$ cat config.mk
export PLATFORM = sky130hd
export DESIGN_NAME = scoc_top
export DESIGN_NICKNAME = d
export VERILOG_FILES = /design/src/hw/scoc_pkg.sv /design/src/hw/scoc_top.sv
export VERILOG_INCLUDE_DIRS = /design/src /design/src/hw
export SDC_FILE = /design/constraint.sdc
export NUM_CORES = 1
export LEC_CHECK = 0
export BUFFER_PORTS_ARGS = -buffer_cell sky130_fd_sc_hd__buf_4
export CAP_MARGIN = 20
export CORE_MARGIN = 2
export CORE_UTILIZATION = 40
export CTS_CLUSTER_SIZE = 25
export DETAILED_ROUTE_END_ITERATION = 8
export GPL_TIMING_DRIVEN = 0
export PLACE_DENSITY = 0.58
export SLEW_MARGIN = 10
export SYNTH_ARGS = -nofsm -noshare
export SYNTH_HDL_FRONTEND = slang
export SYNTH_SLANG_ARGS = --single-unit
$ cat constraint.sdc
create_clock -name MCLK_IN -period 3 [get_ports MCLK_IN]
set_clock_uncertainty 0.1 [all_clocks]
set_input_delay 0.75 -clock MCLK_IN [delete_from_list [all_inputs] [get_ports MCLK_IN]]
set_output_delay 0.75 -clock MCLK_IN [all_outputs]
set_load 0.1 [all_outputs]
$ cat src/hw/scoc_regs.svh
// constants of the skew clock output control block
`ifndef SCOC_REGS_SVH
`define SCOC_REGS_SVH
// sample delay line: depth and the tap that means zero skew
`define SCOC_DLY_DEPTH 64
`define SCOC_DLY_OFFSET 8'sh18
// skew step unit in sample cycles for range low, mid, high
`define SCOC_TU_LOW 7'sh01
`define SCOC_TU_MID 7'sh02
`define SCOC_TU_HIGH 7'sh04
// matched reference periods needed before lock is shown
`define SCOC_LOCK_COUNT 5'h10
// bank that keeps running while the others are stopped
`define SCOC_FEEDBACK_BANK 1
`define SCOC_NUM_BANKS 4
`endif

$ cat src/hw/scoc_pkg.sv
// types of the skew clock output control block
`default_nettype none
package scoc_pkg;
   // three-level strap input; open means left undriven
   typedef enum logic [1:0] {LVL_LOW = 2'h0, LVL_MID = 2'h1, LVL_HIGH = 2'h2,
      LVL_OPEN = 2'h3} scoc_lvl_t;
   // two three-level selects of one bank
   typedef struct packed {
      scoc_lvl_t hi;
      scoc_lvl_t lo;
   } scoc_sel_t;
   // function of one bank
   typedef enum logic [3:0] {MODE_SKEW = 4'h1, MODE_DIV2 = 4'h2, MODE_DIV4 = 4'h4,
      MODE_INV = 4'h8} scoc_mode_t;
   // phase lock tracker
   typedef enum logic [2:0] {LK_LOST = 3'h1, LK_TRACK = 3'h2,
      LK_LOCKED = 3'h4} scoc_lock_t;
endpackage : scoc_pkg
`default_nettype wire

$ cat src/hw/scoc_top.sv
// skew clock output control: skew taps, dividers, sync enables, lock flag
//
// Contract
// - With the sync output enable input low every output is enabled, synchronously.
// - With that input high all outputs but bank 2 stop synchronously, low for rising polarity.
// - Bank 2 keeps toggling while others stop so it can serve as feedback.
// - A lock output asserts once reference and feedback are phase locked.
// - Polarity high aligns outputs to reference rising edges, low to falling edges.
// - The polarity select defaults to rising edges when left undriven.
// - Bypass at high, or at mid with enable input low, disables the loop and passes the reference, skews kept.
// - Bypass mid with enable input high keeps the loop and disables any bank set low-low.
// - Eight outputs form four banks of two that share one setting per bank.
// - Each bank decodes two three-level selects into nine skews or functions.
// - An undriven three-level select counts as mid, giving zero skew.
// - Banks 1-2 skew -4..+4 units; banks 3-4 skew -6..+6 by two, with divide and invert ends.
// - The skew unit is 1/128, 1/64 or 1/32 of the nominal period for range low, mid, high.
// - Inverted bank 4 is held high when disabled under rising polarity, else low.
`timescale 1ns/1ps
`default_nettype none
`include "scoc_regs.svh"

module scoc_top
   import scoc_pkg::*;
(
   // clock and reset
   input wire logic MCLK_IN,
   input wire logic RST_B_IN,
   // reference and feedback clocks
   input wire logic REF_CLOCK_IN,
   input wire logic FEEDBACK_CLOCK_IN,
   // straps and controls
   input wire logic SYNC_OUTPUT_ENABLE_N_IN,
   input wire logic EDGE_POLARITY_SELECT_IN,
   input wire logic EDGE_POLARITY_DRIVEN_IN,
   input wire scoc_lvl_t BYPASS_SELECT_IN,
   input wire scoc_lvl_t VCO_RANGE_SELECT_IN,
   input wire scoc_sel_t [3:0] BANK_SKEW_SELECT_IN,
   // clock outputs and status
   output logic [7:0] BANK_CLOCK_OUT,
   output logic LOCK_OUT
);

   // ----------------------------------------------------------------
   // shared controls and reference delay line
   // ----------------------------------------------------------------
   logic [`SCOC_DLY_DEPTH-1:0] dly, next_dly;
   logic [1:0] div_cnt, next_div_cnt;
   logic pe_eff, pll_off, oe_n, zs_rise, zs_late;
   scoc_lvl_t byp, rng;
   logic signed [6:0] tu;

   function automatic logic [3:0] lvl_val(input scoc_lvl_t l);
      lvl_val = (l == LVL_LOW) ? 4'h0 : (l == LVL_HIGH) ? 4'h2 : 4'h1;
   endfunction : lvl_val

   // straps, step unit and next delay line
   always_comb
   begin
      oe_n = SYNC_OUTPUT_ENABLE_N_IN;
      pe_eff = EDGE_POLARITY_DRIVEN_IN ? EDGE_POLARITY_SELECT_IN : 1'b1;
      byp = (BYPASS_SELECT_IN == LVL_OPEN) ? LVL_MID : BYPASS_SELECT_IN;
      rng = (VCO_RANGE_SELECT_IN == LVL_OPEN) ? LVL_MID : VCO_RANGE_SELECT_IN;
      case (rng)
         LVL_LOW: tu = `SCOC_TU_LOW;
         LVL_MID: tu = `SCOC_TU_MID;
         default: tu = `SCOC_TU_HIGH;
      endcase
      pll_off = (byp == LVL_HIGH) || (byp == LVL_MID && !oe_n);
      next_dly = {dly[`SCOC_DLY_DEPTH-2:0], pe_eff ? REF_CLOCK_IN : ~REF_CLOCK_IN};
      zs_rise = dly[6'(`SCOC_DLY_OFFSET)] && !dly[6'(`SCOC_DLY_OFFSET + 8'sh01)];
      // same edge one cycle on, so a zero skew feedback rise is already in the history
      zs_late = dly[6'(`SCOC_DLY_OFFSET + 8'sh01)] && !dly[6'(`SCOC_DLY_OFFSET + 8'sh02)];
      next_div_cnt = div_cnt + {1'b0, zs_rise};
   end

   // register delay line and divider
   always_ff @(posedge MCLK_IN or negedge RST_B_IN)
   begin
      if (!RST_B_IN)
      begin
         dly <= '0;
         div_cnt <= 2'h0;
      end
      else
      begin
         dly <= next_dly;
         div_cnt <= next_div_cnt;
      end
   end

   // ----------------------------------------------------------------
   // per bank decode, synchronous enable and output flop
   // ----------------------------------------------------------------
   scoc_mode_t mode [4];
   logic [5:0] tap [4];
   logic [3:0] idx [4];
   logic [3:0] raw, rest, en, next_en, q, next_q, ll_off;

   genvar g;
   generate
      for (g = 0; g < `SCOC_NUM_BANKS; g++)
      begin : g_bank
         logic signed [4:0] steps;
         logic signed [7:0] delta;
         logic want_en;

         // decode nine settings and pick the source
         always_comb
         begin
            idx[g] = 4'(lvl_val(BANK_SKEW_SELECT_IN[g].hi) * 4'h3) +
               lvl_val(BANK_SKEW_SELECT_IN[g].lo);
            steps = $signed({1'b0, idx[g]}) - 5'sh04;
            if (g >= 2)
               steps = steps <<< 1;
            mode[g] = MODE_SKEW;
            if (g >= 2 && idx[g] == 4'h0)
               mode[g] = MODE_DIV2;
            else if (g == 2 && idx[g] == 4'h8)
               mode[g] = MODE_DIV4;
            else if (g == 3 && idx[g] == 4'h8)
               mode[g] = MODE_INV;
            delta = (mode[g] == MODE_SKEW) ? 8'(steps * tu) : 8'sh00;
            tap[g] = 6'(`SCOC_DLY_OFFSET + delta);
            case (mode[g])
               MODE_DIV2: raw[g] = div_cnt[0];
               MODE_DIV4: raw[g] = div_cnt[1];
               MODE_INV: raw[g] = ~dly[tap[g]];
               default: raw[g] = dly[tap[g]];
            endcase
            rest[g] = (mode[g] == MODE_INV) ? pe_eff : ~pe_eff;
            ll_off[g] = (byp == LVL_MID) && oe_n && (idx[g] == 4'h0);
            want_en = !(oe_n && g != `SCOC_FEEDBACK_BANK) && !ll_off[g];
            next_en[g] = (raw[g] == rest[g]) ? want_en : en[g];
            next_q[g] = en[g] ? raw[g] : rest[g];
         end

         // register enable and output level
         always_ff @(posedge MCLK_IN or negedge RST_B_IN)
         begin
            if (!RST_B_IN)
            begin
               en[g] <= 1'b1;
               q[g] <= 1'b0;
            end
            else
            begin
               en[g] <= next_en[g];
               q[g] <= next_q[g];
            end
         end

         assign BANK_CLOCK_OUT[2*g+1:2*g] = {2{q[g]}}; // both outputs of a bank
      end
   endgenerate

   // ----------------------------------------------------------------
   // phase lock tracker
   // ----------------------------------------------------------------
   scoc_lock_t lk_state, next_lk_state;
   logic [4:0] lk_cnt, next_lk_cnt;
   logic [2:0] fb_hist, next_fb_hist;
   logic fb_q, zs_rise_q, match, next_lock;

   // compare feedback edges with the zero skew edge within a three cycle window
   always_comb
   begin
      next_fb_hist = {fb_hist[1:0], FEEDBACK_CLOCK_IN && !fb_q};
      match = |fb_hist;
      next_lk_state = lk_state;
      next_lk_cnt = lk_cnt;
      case (lk_state)
         LK_LOST:
            if (zs_rise_q && match)
            begin
               next_lk_state = LK_TRACK;
               next_lk_cnt = 5'h01;
            end
         LK_TRACK:
            if (zs_rise_q && !match)
               next_lk_state = LK_LOST;
            else if (zs_rise_q)
            begin
               next_lk_cnt = lk_cnt + 5'h01;
               if (lk_cnt + 5'h01 == `SCOC_LOCK_COUNT)
                  next_lk_state = LK_LOCKED;
            end
         LK_LOCKED:
            if (zs_rise_q && !match)
               next_lk_state = LK_LOST;
         default:
            next_lk_state = LK_LOST;
      endcase
      if (pll_off)
         next_lk_state = LK_LOST;
      next_lock = (next_lk_state == LK_LOCKED);
   end

   // register tracker state
   always_ff @(posedge MCLK_IN or negedge RST_B_IN)
   begin
      if (!RST_B_IN)
      begin
         lk_state <= LK_LOST;
         lk_cnt <= 5'h00;
         fb_hist <= 3'h0;
         fb_q <= 1'b0;
         zs_rise_q <= 1'b0;
         LOCK_OUT <= 1'b0;
      end
      else
      begin
         lk_state <= next_lk_state;
         lk_cnt <= next_lk_cnt;
         fb_hist <= next_fb_hist;
         fb_q <= FEEDBACK_CLOCK_IN;
         zs_rise_q <= zs_late;
         LOCK_OUT <= next_lock;
      end
   end
endmodule : scoc_top
`default_nettype wire

**Word level (Yosys, flattened, before mapping)**

Cells that the tools add are included.

- Register bits after elaboration: 88
- Word-level logic and storage cells: 175

- Equal/unequal tests: 35
- Bitwise logic cells: 4
- Reductions and logical operators: 40
- $mul: 8
- Add/sub/neg operators: 14
- Magnitude comparators: 4
- Muxes and demuxes: 54

Operators with widths:

| cell | number |
|---|---|
| 2-to-1 mux 2 bit | 18 |
| < comparator 6 x 7 -> 1 bit (second input constant) | 4 |
| adder 6 bit (first input constant) | 4 |
| binary-select mux 1 bit (select 6 bit) | 4 |
| == test 2 bit (second input constant) | 11 |
| 2-to-1 mux 3 bit | 7 |
| zero test 2 bit | 9 |
| adder 4 x 2 -> 4 bit | 4 |
| == test 4 bit (second input constant) | 4 |
| zero test 4 bit | 4 |
| multiplier 2 x 2 -> 4 bit (second input constant) | 4 |
| 2-to-1 mux 5 bit | 3 |
| logical AND 1 bit | 14 |
| multiplier 5 x 4 -> 6 bit | 2 |
| 2-to-1 mux 1 bit | 12 |
| 2-to-1 mux 4 bit | 3 |
| 2-to-1 mux 6 bit | 2 |
| multiplier 4 x 4 -> 5 bit | 2 |
| one-hot mux 5 bit (2 select lines) | 1 |
| subtractor 4 x 3 -> 5 bit (second input constant) | 2 |
| zero test 1 bit | 9 |
| one-hot mux 3 bit (3 select lines) | 1 |
| == test 4 x 1 -> 1 bit (second input constant) | 2 |
| == test 4 x 2 -> 1 bit (second input constant) | 2 |
| 18 further kinds | 31 |

**Longest topological paths before layout**

Gate-level depths: netlist (run 1).

- Depth in word-level cells: 16
- Gate-level depth with buffers: 20

**Worst setup path after synthesis (run 1)**

Ideal clock, no wire load.

- Path type: input port to flip-flop
- Start: input port BANK_SKEW_SELECT_IN[6] (netlist bit)
- End: register en[1]
- Path buffers: 2
- Required time: 2818 ps
- Slack: -2495 ps
- Stages: 19
- Setup time: 82 ps
- Arrival time: 5313 ps
- Cell sequence: or2_2 ha_1 ha_1 inv_1 fa_1 ha_1 or3_2 fa_1 inv_1 ha_1 buf_1 buf_2 mux4_2 a22oi_1 nand2_1 nor3_1 nor3_2 xnor2_1 mux2_2

- Word-level cells in the longest chain between the ends: 11
- Elaborated cells on any way between the ends: 15

RTL lines:

| what | line | RTL |
|---|---|---|
| start: declaration | scoc_top.sv:37 | `input wire scoc_sel_t [3:0] BANK_SKEW_SELECT_IN,` |
| == test 2 bit | scoc_top.sv:53 | `lvl_val = (l == LVL_LOW) ? 4'h0 : (l == LVL_HIGH) ? 4'h2 : 4'h1;` |
| 2-to-1 mux 2 bit | scoc_top.sv:53 |  |
| 2-to-1 mux 2 bit (*) | scoc_top.sv:53 |  |
| multiplier 2 x 2 -> 4 bit (*) | scoc_top.sv:110 | `idx[g] = 4'(lvl_val(BANK_SKEW_SELECT_IN[g].hi) * 4'h3) +` |
| adder 4 x 2 -> 4 bit (*) | scoc_top.sv:110 |  |
| subtractor 4 x 3 -> 5 bit | scoc_top.sv:112 | `steps = $signed({1'b0, idx[g]}) - 5'sh04;` |
| multiplier 5 x 4 -> 6 bit | scoc_top.sv:122 | `delta = (mode[g] == MODE_SKEW) ? 8'(steps * tu) : 8'sh00;` |
| adder 6 bit (no source line) | - |  |
| binary-select mux 1 bit (select 6 bit) | scoc_top.sv:128 | `default: raw[g] = dly[tap[g]];` |
| 2-to-1 mux 1 bit (not written as such) | scoc_top.sv:128 |  |
| == test 1 bit | scoc_top.sv:133 | `next_en[g] = (raw[g] == rest[g]) ? want_en : en[g];` |
| end signal: indexed assignment | scoc_top.sv:147 | `en[g] <= next_en[g];` |
| end: declaration | scoc_top.sv:97 | `logic [3:0] raw, rest, en, next_en, q, next_q, ll_off;` |

Every way passes the cells marked *; elsewhere a longest branch is shown, timed or not. The select of a mux whose other input is x is not followed.
A chain may end at the register's enable or synchronous reset.

**Worst setup path in the final report (run 1)**

Same ends and word-level chain as after synthesis.

==> reports/qor.yml, run 1 <==
status: "finished, violations left"
violations: "negative setup slack"
drive_above_1_share_pct: 31.75
drt_iter0_drc: 246
post-route-min-period_ps: 5118
die_h_um: 127.6
grt.total_usage_pct: 19.12
seq_area_frac_synth_pct: 36.15
r2r-end: "en[2]"
cts.sinks: 88
grt-ovfl-total: 0
grt_pass1_vias: 4434
cpMostUsedCell: "ha_4"
path_clk_slew_ps: 70
cpMaxStageDelayCell: "fa_2"
cpPeakStageDelay_ps: 570
min_path_type: "input port to asynchronous set/reset pin"
p_leak_uw: 0.003193
fmax_mhz: 195.4
place_inst: 729
setup_viol: 8
grt_pass1_wl_mm: 24.19
finalWeightedCongestion: 0.9085
p_switching_uw: 2031
async_reset_ff_share_pct: 100.0
yosysTopAreaCell: "dfrtp_1"
worstRegToRegCells: 6
synthesis.area_um2: 6110
cts-root-buf: "clkbuf_16"
htreeDepth: 3
rr_startpoint: "dly[26]"
fillerInstances: 1352
synth_area_leaders: "dfrtp_1 34%, mux4_2 10%, ha_1 8.6%"
crit_path_end_kind: "flip-flop"
drt-pass1-iter-count: 5
finalSetupTns_ps: -14320
die_area_um2: 16280
wire_per_inst_um: 19.32
synth_edf_count: 0
cts_buffer_depth: 2
arrival_ps: 5290
slew_headroom_pct: 17.41
r2r_slack_ps: 520
cp-startpoint: "BANK_SKEW_SELECT_IN[6]"
area_delta_synth_final_pct: 22.08
antenna_cells: 0
yosys_warnings: 0
ant_nets: 0
fin_cells: 755
cp-start-kind: "input port"
power_density_nw_per_um2: 699.7
yosysUniqueCellTypes: 60
synth_top_area_share_pct: 34.00
die_x_um: 127.6
ir_worst_vdd_v: 0.0002967
crit_chain: "buf_6, or2_4, ha_4, ha_4, inv_2, fa_2, ha_4, or3_4, fa_1, inv_1, ha_2, buf_6, buf_12, mux4_2, a22oi_2, nand2_1, nor3_2, nor3_4, xnor2_2, mux2_4"
vias: 4246
path_max_fanout: 10
row_count: 45
clockPowerShare_pct: 22.5
sw_frac_of_total_pct: 38.92
crit_required_ps: 3170
post-route-drc-count: 0
tritoncts: "yes"
cp_top_family: "adder cells"
antenna_found_initial: 0
worstSetupPathType: "input port to flip-flop"
syn_area_per_cell_um2: 12.05
rsz0062_at_grt: "yes"
worst_pin_slew_ps: 1228
post-place-ws_ps: -2593
ys_ff_latch: 88
syn_inst: 507
drt-total-wl_mm: 14.59
intPower_uw: 3187
pwr-share-seq_pct: 28.7
path_buf_inv: 5
clk-insertion-delay-late_ps: 340
synth_flop_cell: "dfrtp_1"
hold_viol_final: 0
final.setup.worst_slack_ps: -2118
final_cell_mix: "83 x dfrtp_1, 41 x buf_4, 38 x nand2_1"
synth_nets: 594
drv_slew: 0
dpl.hpwl_mm: 10.68
vias_per_cell: 5.624
numCtsBuffers: 9
initial_utilization_pct: 40.49
power_frac_comb_pct: 48.8
ios: 36
final_common_cell: "dfrtp_1"
io_buffers: 34
grt_max_degree: 89
core_um2: 15090
fin_nets: 649
cts-hold-fix-buffers: 0
maxCapViolCount: 0
finalCritPeriodShare_pct: 170.6
[how the worst max path moves through the flow]
| stage | to | slack (ps) | cells past startpoint |
|---|---|---|---|
| floorplan | en[1] | -2130 | 18 |
| global placement | en[1] | -2580 | 20 |
| detailed placement | en[1] | -2590 | 20 |
| CTS | en[1] | -2120 | 20 |
| global route | en[1] | -2220 | 20 |
| finish | en[1] | -2120 | 20 |
[area by class of cell]
| class | count | area, um2 | area share, % |
|---|---|---|---|
| clock inverters | 4 | 51.30 | 0.6878 |
| flip-flops and latches | 88 | 2208 | 29.61 |
| inverters | 26 | 97.59 | 1.309 |
| plain buffers | 33 | 226.5 | 3.036 |
| well taps | 188 | 235.2 | 3.154 |
| repair buffers | 45 | 384.1 | 5.150 |
| multi-input cells | 359 | 3989 | 53.48 |
| clock buffers | 12 | 266.5 | 3.573 |
[power groups by stage]
| stage | registers [uW] | logic (uW) | clock network (uW) |
|---|---|---|---|
| after CTS | 1500 | 2500 | 1190 |
| after detailed placement | 1520 | 2320 | 0 |
| after floorplan | 1660 | 1600 | 0 |
| after global routing | 1520 | 2730 | 1250 |
| after global placement | 1510 | 2270 | 0 |
| final | 1500 | 2540 | 1170 |
[state kept, by name, summed over array words and instances (netlist names)]
name            cells
lk_state            3
BANK_CLOCK_OUT      4
fb_hist             3
fb_q                1
zs_rise_q           1
dly                64
en                  4
lk_cnt              5
div_cnt             2
LOCK_OUT            1
[timing repair]
action / 4_1_cts / 5_1_grt
pin swaps: 22 / 10
buffers inserted: 9 / 1
setup endpoints to repair: 8 / 8
resized for setup: 23 / 12
[Yosys cell counts, types with 2 or more instances]
cell type,n
nor2_1,10
mux4_1,20
nand3_1,14
a22o_1,2
mux2_2,2
dfstp_2,5
or2_2,4
mux4_2,27
mux2i_1,10
xor2_1,5
nor3_1,11
and2_1,27
buf_4,4
nand4b_1,2
buf_6,4
nor2b_1,18
clkbuf_1,19
nand2b_1,8
a31oi_1,3
nand4_1,3
inv_1,26
dfrtp_1,83
buf_1,3
buf_2,3
ha_1,42
or3_2,2
nor3b_2,2
a21oi_1,14
xnor2_1,19
o2111ai_1,2
o21ai_0,14
nand2_1,41
a22oi_1,7
and3_1,2
o31ai_1,3
a32oi_1,2
or3_1,2
a211oi_1,3
fa_1,18
[per-stage QoR]
| step | area (um2) | hold WS [ps] | util [%] | total power [uW] |
|---|---|---|---|---|
| after floorplan | 6390 | 254.8 | - | 3257 |
| after global placement | 6880 | 264.8 | 45.60 | 3778 |
| after detailed placement | 6880 | 269.9 | 45.60 | 3832 |
| after CTS | 7376 | 281.6 | 48.88 | 5193 |
| after global routing | 7458 | 243.7 | 49.43 | 5501 |
| final | 7458 | 223.6 | 49.43 | 5218 |
[logic make-up (layout without fill, tap and decap cells)]
group / after synthesis / count (layout) / share of synthesized area [%]
DFF: 88 / 88 / 36.15
adders and majority gates: 60 / 60 / 14.50
buffers and inverters: 60 / 120 / 4.505
muxes: 59 / 59 / 20.56
and+or+nand+nor: 159 / 159 / 14.68
AOI/OAI and AO/OA: 57 / 57 / 6.165
xor gates and xnor gates: 24 / 24 / 3.440
[layer usage]
layer  vias up  GRT usage (%)  share of wire [%]
met5         -              0                  0
met3         9          3.350                4.1
li1       1959              -                  -
met2        96          32.84                 51
met1      2182          25.54                 44
met4         0          4.137               0.93
(Power assumes the default switching activity.)
==> inputs of run 2 (changes only) <==
--- a/config.mk
+++ b/config.mk
@@ -13,7 +13,7 @@
 export CTS_CLUSTER_SIZE = 25
 export DETAILED_ROUTE_END_ITERATION = 8
 export GPL_TIMING_DRIVEN = 0
-export PLACE_DENSITY = 0.58
+export PLACE_DENSITY = 0.6
 export SLEW_MARGIN = 10
 export SYNTH_ARGS = -nofsm -noshare
 export SYNTH_HDL_FRONTEND = slang
==> constraint.sdc (replaced) <==
create_clock -name MCLK_IN -period 4.7 [get_ports MCLK_IN]
set_clock_uncertainty 0.1 [all_clocks]
set_input_delay 1.175 -clock MCLK_IN [delete_from_list [all_inputs] [get_ports MCLK_IN]]
set_output_delay 1.175 -clock MCLK_IN [all_outputs]
set_load 0.1 [all_outputs]
==> run 2 against run 1 <==
Compared with the run above:
- the run still ends with negative setup slack left
- global-route usage fell by 0.30 points
- non-clock buffer count rose by 7
- combinational power fell by 33%
- final cell count rose by 0.93%
- largest power group unchanged
==> reports/qor.yml, run 2 (synthesis gave the netlist of run 1 again) <==
final_area_um2: 7550  # +1.2%
fin_cells: 762  # +0.93%
antenna_found_initial: 0  # unchanged
grt_pass1_vias: 4423  # -0.25%
maxCapViolCount: 0  # unchanged
tritoncts: "yes"
cpMaxStageDelayCell: "fa_2"
clk-insertion-delay-late_ps: 340  # about the same
drt-total-wl_mm: 14.27  # -2.2%
cts-root-buf: "clkbuf_16"
final.setup.worst_slack_ps: -950.7  # +1167 ps
largestRegisters: "dly x64, lk_cnt x5"
crit_required_ps: 4870  # +1700 ps
placed_area_um2: 6880  # unchanged
die_h_um: 127.6  # unchanged
post-route-min-period_ps: 5651
die_area_um2: 16280  # unchanged
antenna_cells: 0  # unchanged
grt_max_degree: 89  # unchanged
vias_per_cell: 5.667  # +0.76%
cts_buffer_depth: 2  # unchanged
final_cell_mix: "83 x dfrtp_1, 50 x buf_4, 37 x nand2_1"
cp-start-kind: "input port"
grt.total_usage_pct: 18.81  # -0.30 points
largest-register: "dly"
crit_path_end_kind: "flip-flop"
io_buffers: 34  # unchanged
fmax_mhz: 177.0
cts.sinks: 88  # unchanged
initial_utilization_pct: 40.49  # unchanged
cp_top_family: "adder cells"
worst_pin_slew_ps: 1148  # -80.02 ps
path_clk_slew_ps: 60  # about the same
post-route-drc-count: 0  # unchanged
wire_per_inst_um: 18.73  # -3.1%
largest_reg_flops: 64  # unchanged
power_density_nw_per_um2: 454.0  # -35%
ant_nets: 0  # unchanged
cpPeakStageDelay_ps: 600  # +30 ps
finalWeightedCongestion: 0.8989  # -1.1%
setup_viol: 8  # unchanged
cts-hold-fix-buffers: 0  # unchanged
numCtsBuffers: 9  # unchanged
min_path_type: "flip-flop to flip-flop"
area_delta_synth_final_pct: 23.57
drive_above_1_share_pct: 33.28  # +1.5 points
slew_headroom_pct: 22.79  # +5.4 points
worstSetupPathType: "input port to flip-flop"
place_inst: 729  # unchanged
drt_iter0_drc: 217  # -12%
path_buf_inv: 3  # -2
hold_slack_ps: 283.0  # +59.35 ps
rsz0062_at_grt: "yes"
post-place-ws_ps: -1346  # +1247 ps
p_leak_uw: 0.003226  # +1.0%
ios: 36  # unchanged
arrival_ps: 5820  # +530 ps
htreeDepth: 3  # unchanged
crit_chain: "buf_4, or2_4, ha_4, ha_1, inv_1, fa_2, ha_4, or3_4, fa_1, inv_1, ha_2, fa_2, xor2_1, xnor2_1, xnor2_2, nand2_1, nor3_4, nor3_4, xnor2_1, mux2_2"
core_um2: 15090  # unchanged
die_x_um: 127.6  # unchanged
grt_pass1_wl_mm: 23.71  # -2.0%
grt-ovfl-total: 0  # unchanged
vias: 4318  # +1.7%
row_count: 45  # unchanged
violations: "negative setup slack"
drt-pass1-iter-count: 5  # unchanged
ir_worst_vdd_v: 0.0002341  # -21%
path_max_fanout: 4  # -6
hold_viol_final: 0  # unchanged
final_common_cell: "dfrtp_1"
drv_slew: 0  # unchanged
fin_nets: 656  # +1.1%
status: "finished, violations left"
dpl.hpwl_mm: 10.52  # -1.5%
finalCritPeriodShare_pct: 120.2
run 2: cell types whose count changed in the layout (fill, tap and decap cells not counted), sizes merged:
cell    previous run  this run
bufinv             1         2
clkbuf            31        32
buf               59        64
run 2: worst paths after layout:
check	endpoint	slack (ps)	from	depth (start not counted)
min in group asynchronous	lk_cnt[0]	730	RST_B_IN	1
min	fb_hist[2]	280	fb_hist[1]	0
max in group asynchronous	dly[53]	3130	RST_B_IN	2
min reg2reg	fb_hist[2]	280	fb_hist[1]	0
max reg2reg	en[2]	2190	dly[26]	6
max	en[1]	-950	BANK_SKEW_SELECT_IN[6]	20
run 2: final cells by class:
type	count	area, um2
fillers	1315	7540
flip-flops and latches	88	2208
plain buffers	34	234.0
well taps	188	235.2
clock inverters	5	81.33
multi-input cells	359	4025
clock buffers	11	242.7
inverters	26	97.59
repair buffers	51	425.4
run 2: stage by stage:
step,setup TNS [ps],util [%],total power (uW)
6_report,-4320,50.03,3428
5_1_grt,-5410,50.03,3609
4_1_cts,-4474,49.23,3370
3_5_place_dp,-8183,45.60,2438
3_3_place_gp,-7974,45.60,2410
2_1_floorplan,-4618,-,2079
run 2: layer usage:
metal | GRT usage [%] | vias up | wire [um]
li1 | - | 1967 | -
met3 | 2.889 | 21 | 635
met4 | 5.947 | 0 | 274
met5 | 0 | - | 0
met1 | 25.56 | 2202 | 6328
met2 | 31.24 | 128 | 7032
run 2: where the power goes:
part,switching [uW],internal (uW)
Sequential,89.5,866
Clock,281,480
Combinational,947,764
Total,1320,2110
run 2: what timing repair did:
item | 4_1_cts | 5_1_grt
pin swaps | 24 | 10
endpoints found under the setup margin | 8 | 8
cloned | 1 | 0
buffers inserted | 13 | 3
resized for setup | 21 | 18
==> inputs of run 3 (changes only) <==
--- a/config.mk
+++ b/config.mk
@@ -6,6 +6,7 @@
 export SDC_FILE = /design/constraint.sdc
 export NUM_CORES = 1
 export LEC_CHECK = 0
+export ABC_AREA = 1
 export BUFFER_PORTS_ARGS = -buffer_cell sky130_fd_sc_hd__buf_4
 export CAP_MARGIN = 20
 export CORE_MARGIN = 2
@@ -14,7 +15,7 @@
 export DETAILED_ROUTE_END_ITERATION = 8
 export GPL_TIMING_DRIVEN = 0
 export PLACE_DENSITY = 0.6
-export SLEW_MARGIN = 10
+export SLEW_MARGIN = 30
 export SYNTH_ARGS = -nofsm -noshare
 export SYNTH_HDL_FRONTEND = slang
 export SYNTH_SLANG_ARGS = --single-unit
==> run 3 against run 2 <==
Compared with the run above:
- the run still ends with negative setup slack left
- routed wire length up 30%
- maximum frequency up 8.4%
- first-iteration DRC count rose to 2.9 times the previous value
- global-route usage up 3.2 points
==> reports/qor.yml, run 3 <==
die_h_um: 131.8  # +3.3%
cpMostUsedCell: "nand2_1"
sw_frac_of_total_pct: 44.77  # +6.3 points
clockPowerShare_pct: 22.2  # about the same
antenna_cells: 0  # unchanged
synthesis.area_um2: 6529  # +6.9%
cts_buffer_depth: 2  # unchanged
yosys_warnings: 0  # unchanged
pwr-share-seq_pct: 28.3  # +0.4 points
worst_pin_slew_ps: 782.3  # -366.1 ps
path_clk_slew_ps: 70  # about the same
intPower_uw: 1879  # -11%
largest-register: "dly"
seq_area_frac_synth_pct: 33.83  # -2.3 points
htreeDepth: 3  # unchanged
min_path_type: "flip-flop to flip-flop"
clk-insertion-delay-late_ps: 340  # about the same
die_x_um: 131.8  # +3.3%
seqCellArea_um2: 2208  # unchanged
cts-hold-fix-buffers: 0  # unchanged
rsz0062_at_grt: "yes"
wire_per_inst_um: 16.24  # -13%
synth.most_common_cell: "nand2_1"
post-route-min-period_ps: 5212  # -438.5 ps
final_cell_mix: "158 x nand2_1, 134 x inv_1, 111 x nand3_1"
synth_edf_count: 0  # unchanged
initial_utilization_pct: 40.95  # +0.46 points
final_area_um2: 7831  # +3.7%
fmax_mhz: 191.9  # +8.4%
slew_headroom_pct: 47.85  # +25 points
maxCapViolCount: 0  # unchanged
cp_top_family: "adder cells"
largest_reg_flops: 64  # unchanged
p_switching_uw: 1523  # +16%
yosysUniqueCellTypes: 34  # -43%
cpPeakStageDelay_ps: 580  # -20 ps
dpl.hpwl_mm: 13.79  # +31%
crit_chain: "buf_6, or2_4, ha_4, ha_4, inv_2, fa_2, ha_4, inv_2, nand2_2, fa_1, inv_1, fa_1, fa_2, xnor2_2, xor2_1, xor2_1, nand3b_1, nand2_2, nand2_1, nand2_1, nand2_1, nand2_1"
rr_startpoint: "dly[32]"
final.setup.worst_slack_ps: -512.2  # +438.5 ps
power_frac_comb_pct: 49.5  # -0.4 points
r2r-end: "en[1]"
ir_worst_vdd_v: 0.0003753  # +60%
crit_path_end_kind: "flip-flop"
drt-pass1-iter-count: 6  # +1
min_to: "dly[52]"
synth_top_area_share_pct: 31.81  # -2.2 points
grt_busiest_layer: "met2"
synth_commonest_cells: "173 x nand2_1, 146 x inv_1, 119 x nand3_1"
syn_area_per_cell_um2: 7.496  # -38%
vias: 6047  # +40%
cts-root-buf: "clkbuf_16"
grtUsageMet2_pct: 34.93  # +3.7 points
drt_iter0_drc: 638  # +190%
ys_ff_latch: 88  # unchanged
path_buf_inv: 4  # +1
ant_nets: 0  # unchanged
synth_area_leaders: "dfrtp_1 32%, nand2_1 9.9%, nand3_1 9.1%"
row_count: 46  # +2.2%
p_leak_uw: 0.003885  # +20%
fillerInstances: 1561  # +19%
hold_viol_final: 0  # unchanged
power_density_nw_per_um2: 434.4  # -4.3%
largestRegisters: "dly x64, lk_cnt x5"
worstSetupPathType: "input port to flip-flop"
drive_above_1_share_pct: 19.25  # -14 points
crit_required_ps: 4890  # +20 ps
worstRegToRegCells: 11  # +5
multi_input_area_um2: 3871  # -3.8%
syn_inst: 871  # +72%
status: "finished, violations left"
finalCritPeriodShare_pct: 110.9  # -9.3 points
vias_per_cell: 5.277  # -6.9%
area_delta_synth_final_pct: 19.95
placed_area_um2: 7249  # +5.4%
grt.total_usage_pct: 22.01  # +3.2 points
synth_flop_cell: "dfrtp_1"
numCtsBuffers: 9  # unchanged
grtUsageMet3_pct: 3.383  # +0.49 points
die_area_um2: 17360  # +6.6%
violations: "negative setup slack"
met1_usage_pct: 31.63  # +6.1 points
path_max_fanout: 3  # -1
post-route-drc-count: 0  # unchanged
synth_nets: 958  # +61%
grt_max_degree: 89  # unchanged
fin_nets: 1012  # +54%
async_reset_ff_share_pct: 100.0  # unchanged
worstHoldStart: "dly[51]"
cp-startpoint: "BANK_SKEW_SELECT_IN[6]"
cpMaxStageDelayCell: "fa_2"
setup_viol: 7  # -1
yosysTopAreaCell: "dfrtp_1"
cp-start-kind: "input port"
post-place-ws_ps: -1105  # +240.8 ps
core_um2: 15940  # +5.7%
arrival_ps: 5400  # -420 ps
finalWeightedCongestion: 0.9786  # +8.9%
drv_slew: 0  # unchanged
drt-total-wl_mm: 18.61  # +30%
io_buffers: 34  # unchanged
final_common_cell: "nand2_1"
whs_path_depth: 0  # unchanged
final_util_pct: 49.12  # -0.91 points
r2r_slack_ps: 2920  # +730 ps
ios: 36  # unchanged
grt-ovfl-total: 0  # unchanged
finalPower_uw: 3402  # -0.76%
tritoncts: "yes"
cp.depth: 22  # +10%
grt_pass1_wl_mm: 30.36  # +28%
antenna_found_initial: 0  # unchanged
grt_pass1_vias: 5722  # +29%
cts.sinks: 88  # unchanged
==> run 3: cell types whose count changed in the layout (fill, tap and decap cells not counted), sizes merged, moves of 28 or more <==
cell and delta:
nor2 +41, nand3 +108, and2 -28, o21ai +41, mux4 -47, nand2 +137, inv +130, o211ai +44
==> run 3: stage by stage <==
step	TNS (ps)	cells	hold WS (ps)
after floorplan	-2215	871	253.7
after global placement	-5851	1121	256.0
after detailed placement	-6055	1121	259.7
after CTS	-2298	1146	274.8
after global routing	-3199	1146	282.6
final	-1969	1146	274.2
==> run 3: layer usage <==
metal	wire length (um)	vias up	share of wire (%)
met5	0	-	0
met4	357	0	1.9
met3	1477	37	7.9
met2	8386	271	45
met1	8392	2815	45
li1	-	2924	-
==> run 3: logic make-up (layout without fill, tap and decap cells) <==
logic type | Yosys count | in the layout | share of synthesized area [%]
AO/OA/AOI/OAI | 140 | 140 | 12.53
XOR/XNOR | 17 | 17 | 2.281
flip-flops | 88 | 88 | 33.83
buffers and inverters | 195 | 254 | 12.36
adder cells (fa/ha/maj) | 60 | 60 | 13.57
AND/OR/NAND/NOR | 371 | 371 | 25.43
==> run 3: power groups by stage <==
stage	logic (uW)	registers, uW	clock network (uW)
after CTS	1620	961	772
after global routing	1840	979	802
after detailed placement	1540	973	0
final	1680	964	754
after floorplan	1040	1080	0
after global placement	1530	971	0
==> run 3: how the worst max path moves through the flow <==
stage,endpoint,slack (ps)
after floorplan,en[0],-470
after global placement,en[0],-1100
after detailed placement,en[0],-1110
after CTS,en[0],-530
after global routing,en[1],-650
final,en[1],-510
==> run 3: layout make-up <==
type	instances	share of cell area, %
Clock inverter	7	1.118
Tap cell	216	3.451
Buffer	43	2.988
Multi-Input combinational cell	588	49.43
Inverter	152	7.381
Sequential cell	88	28.20
Clock buffer	9	2.876
Timing Repair Buffer	43	4.553
==> run 3: timing repair <==
action                                  4_1_cts  5_1_grt
setup buffers                                 9        0
pin swaps                                    37       31
endpoints found under the setup margin        8        8
resized for setup                            32       23
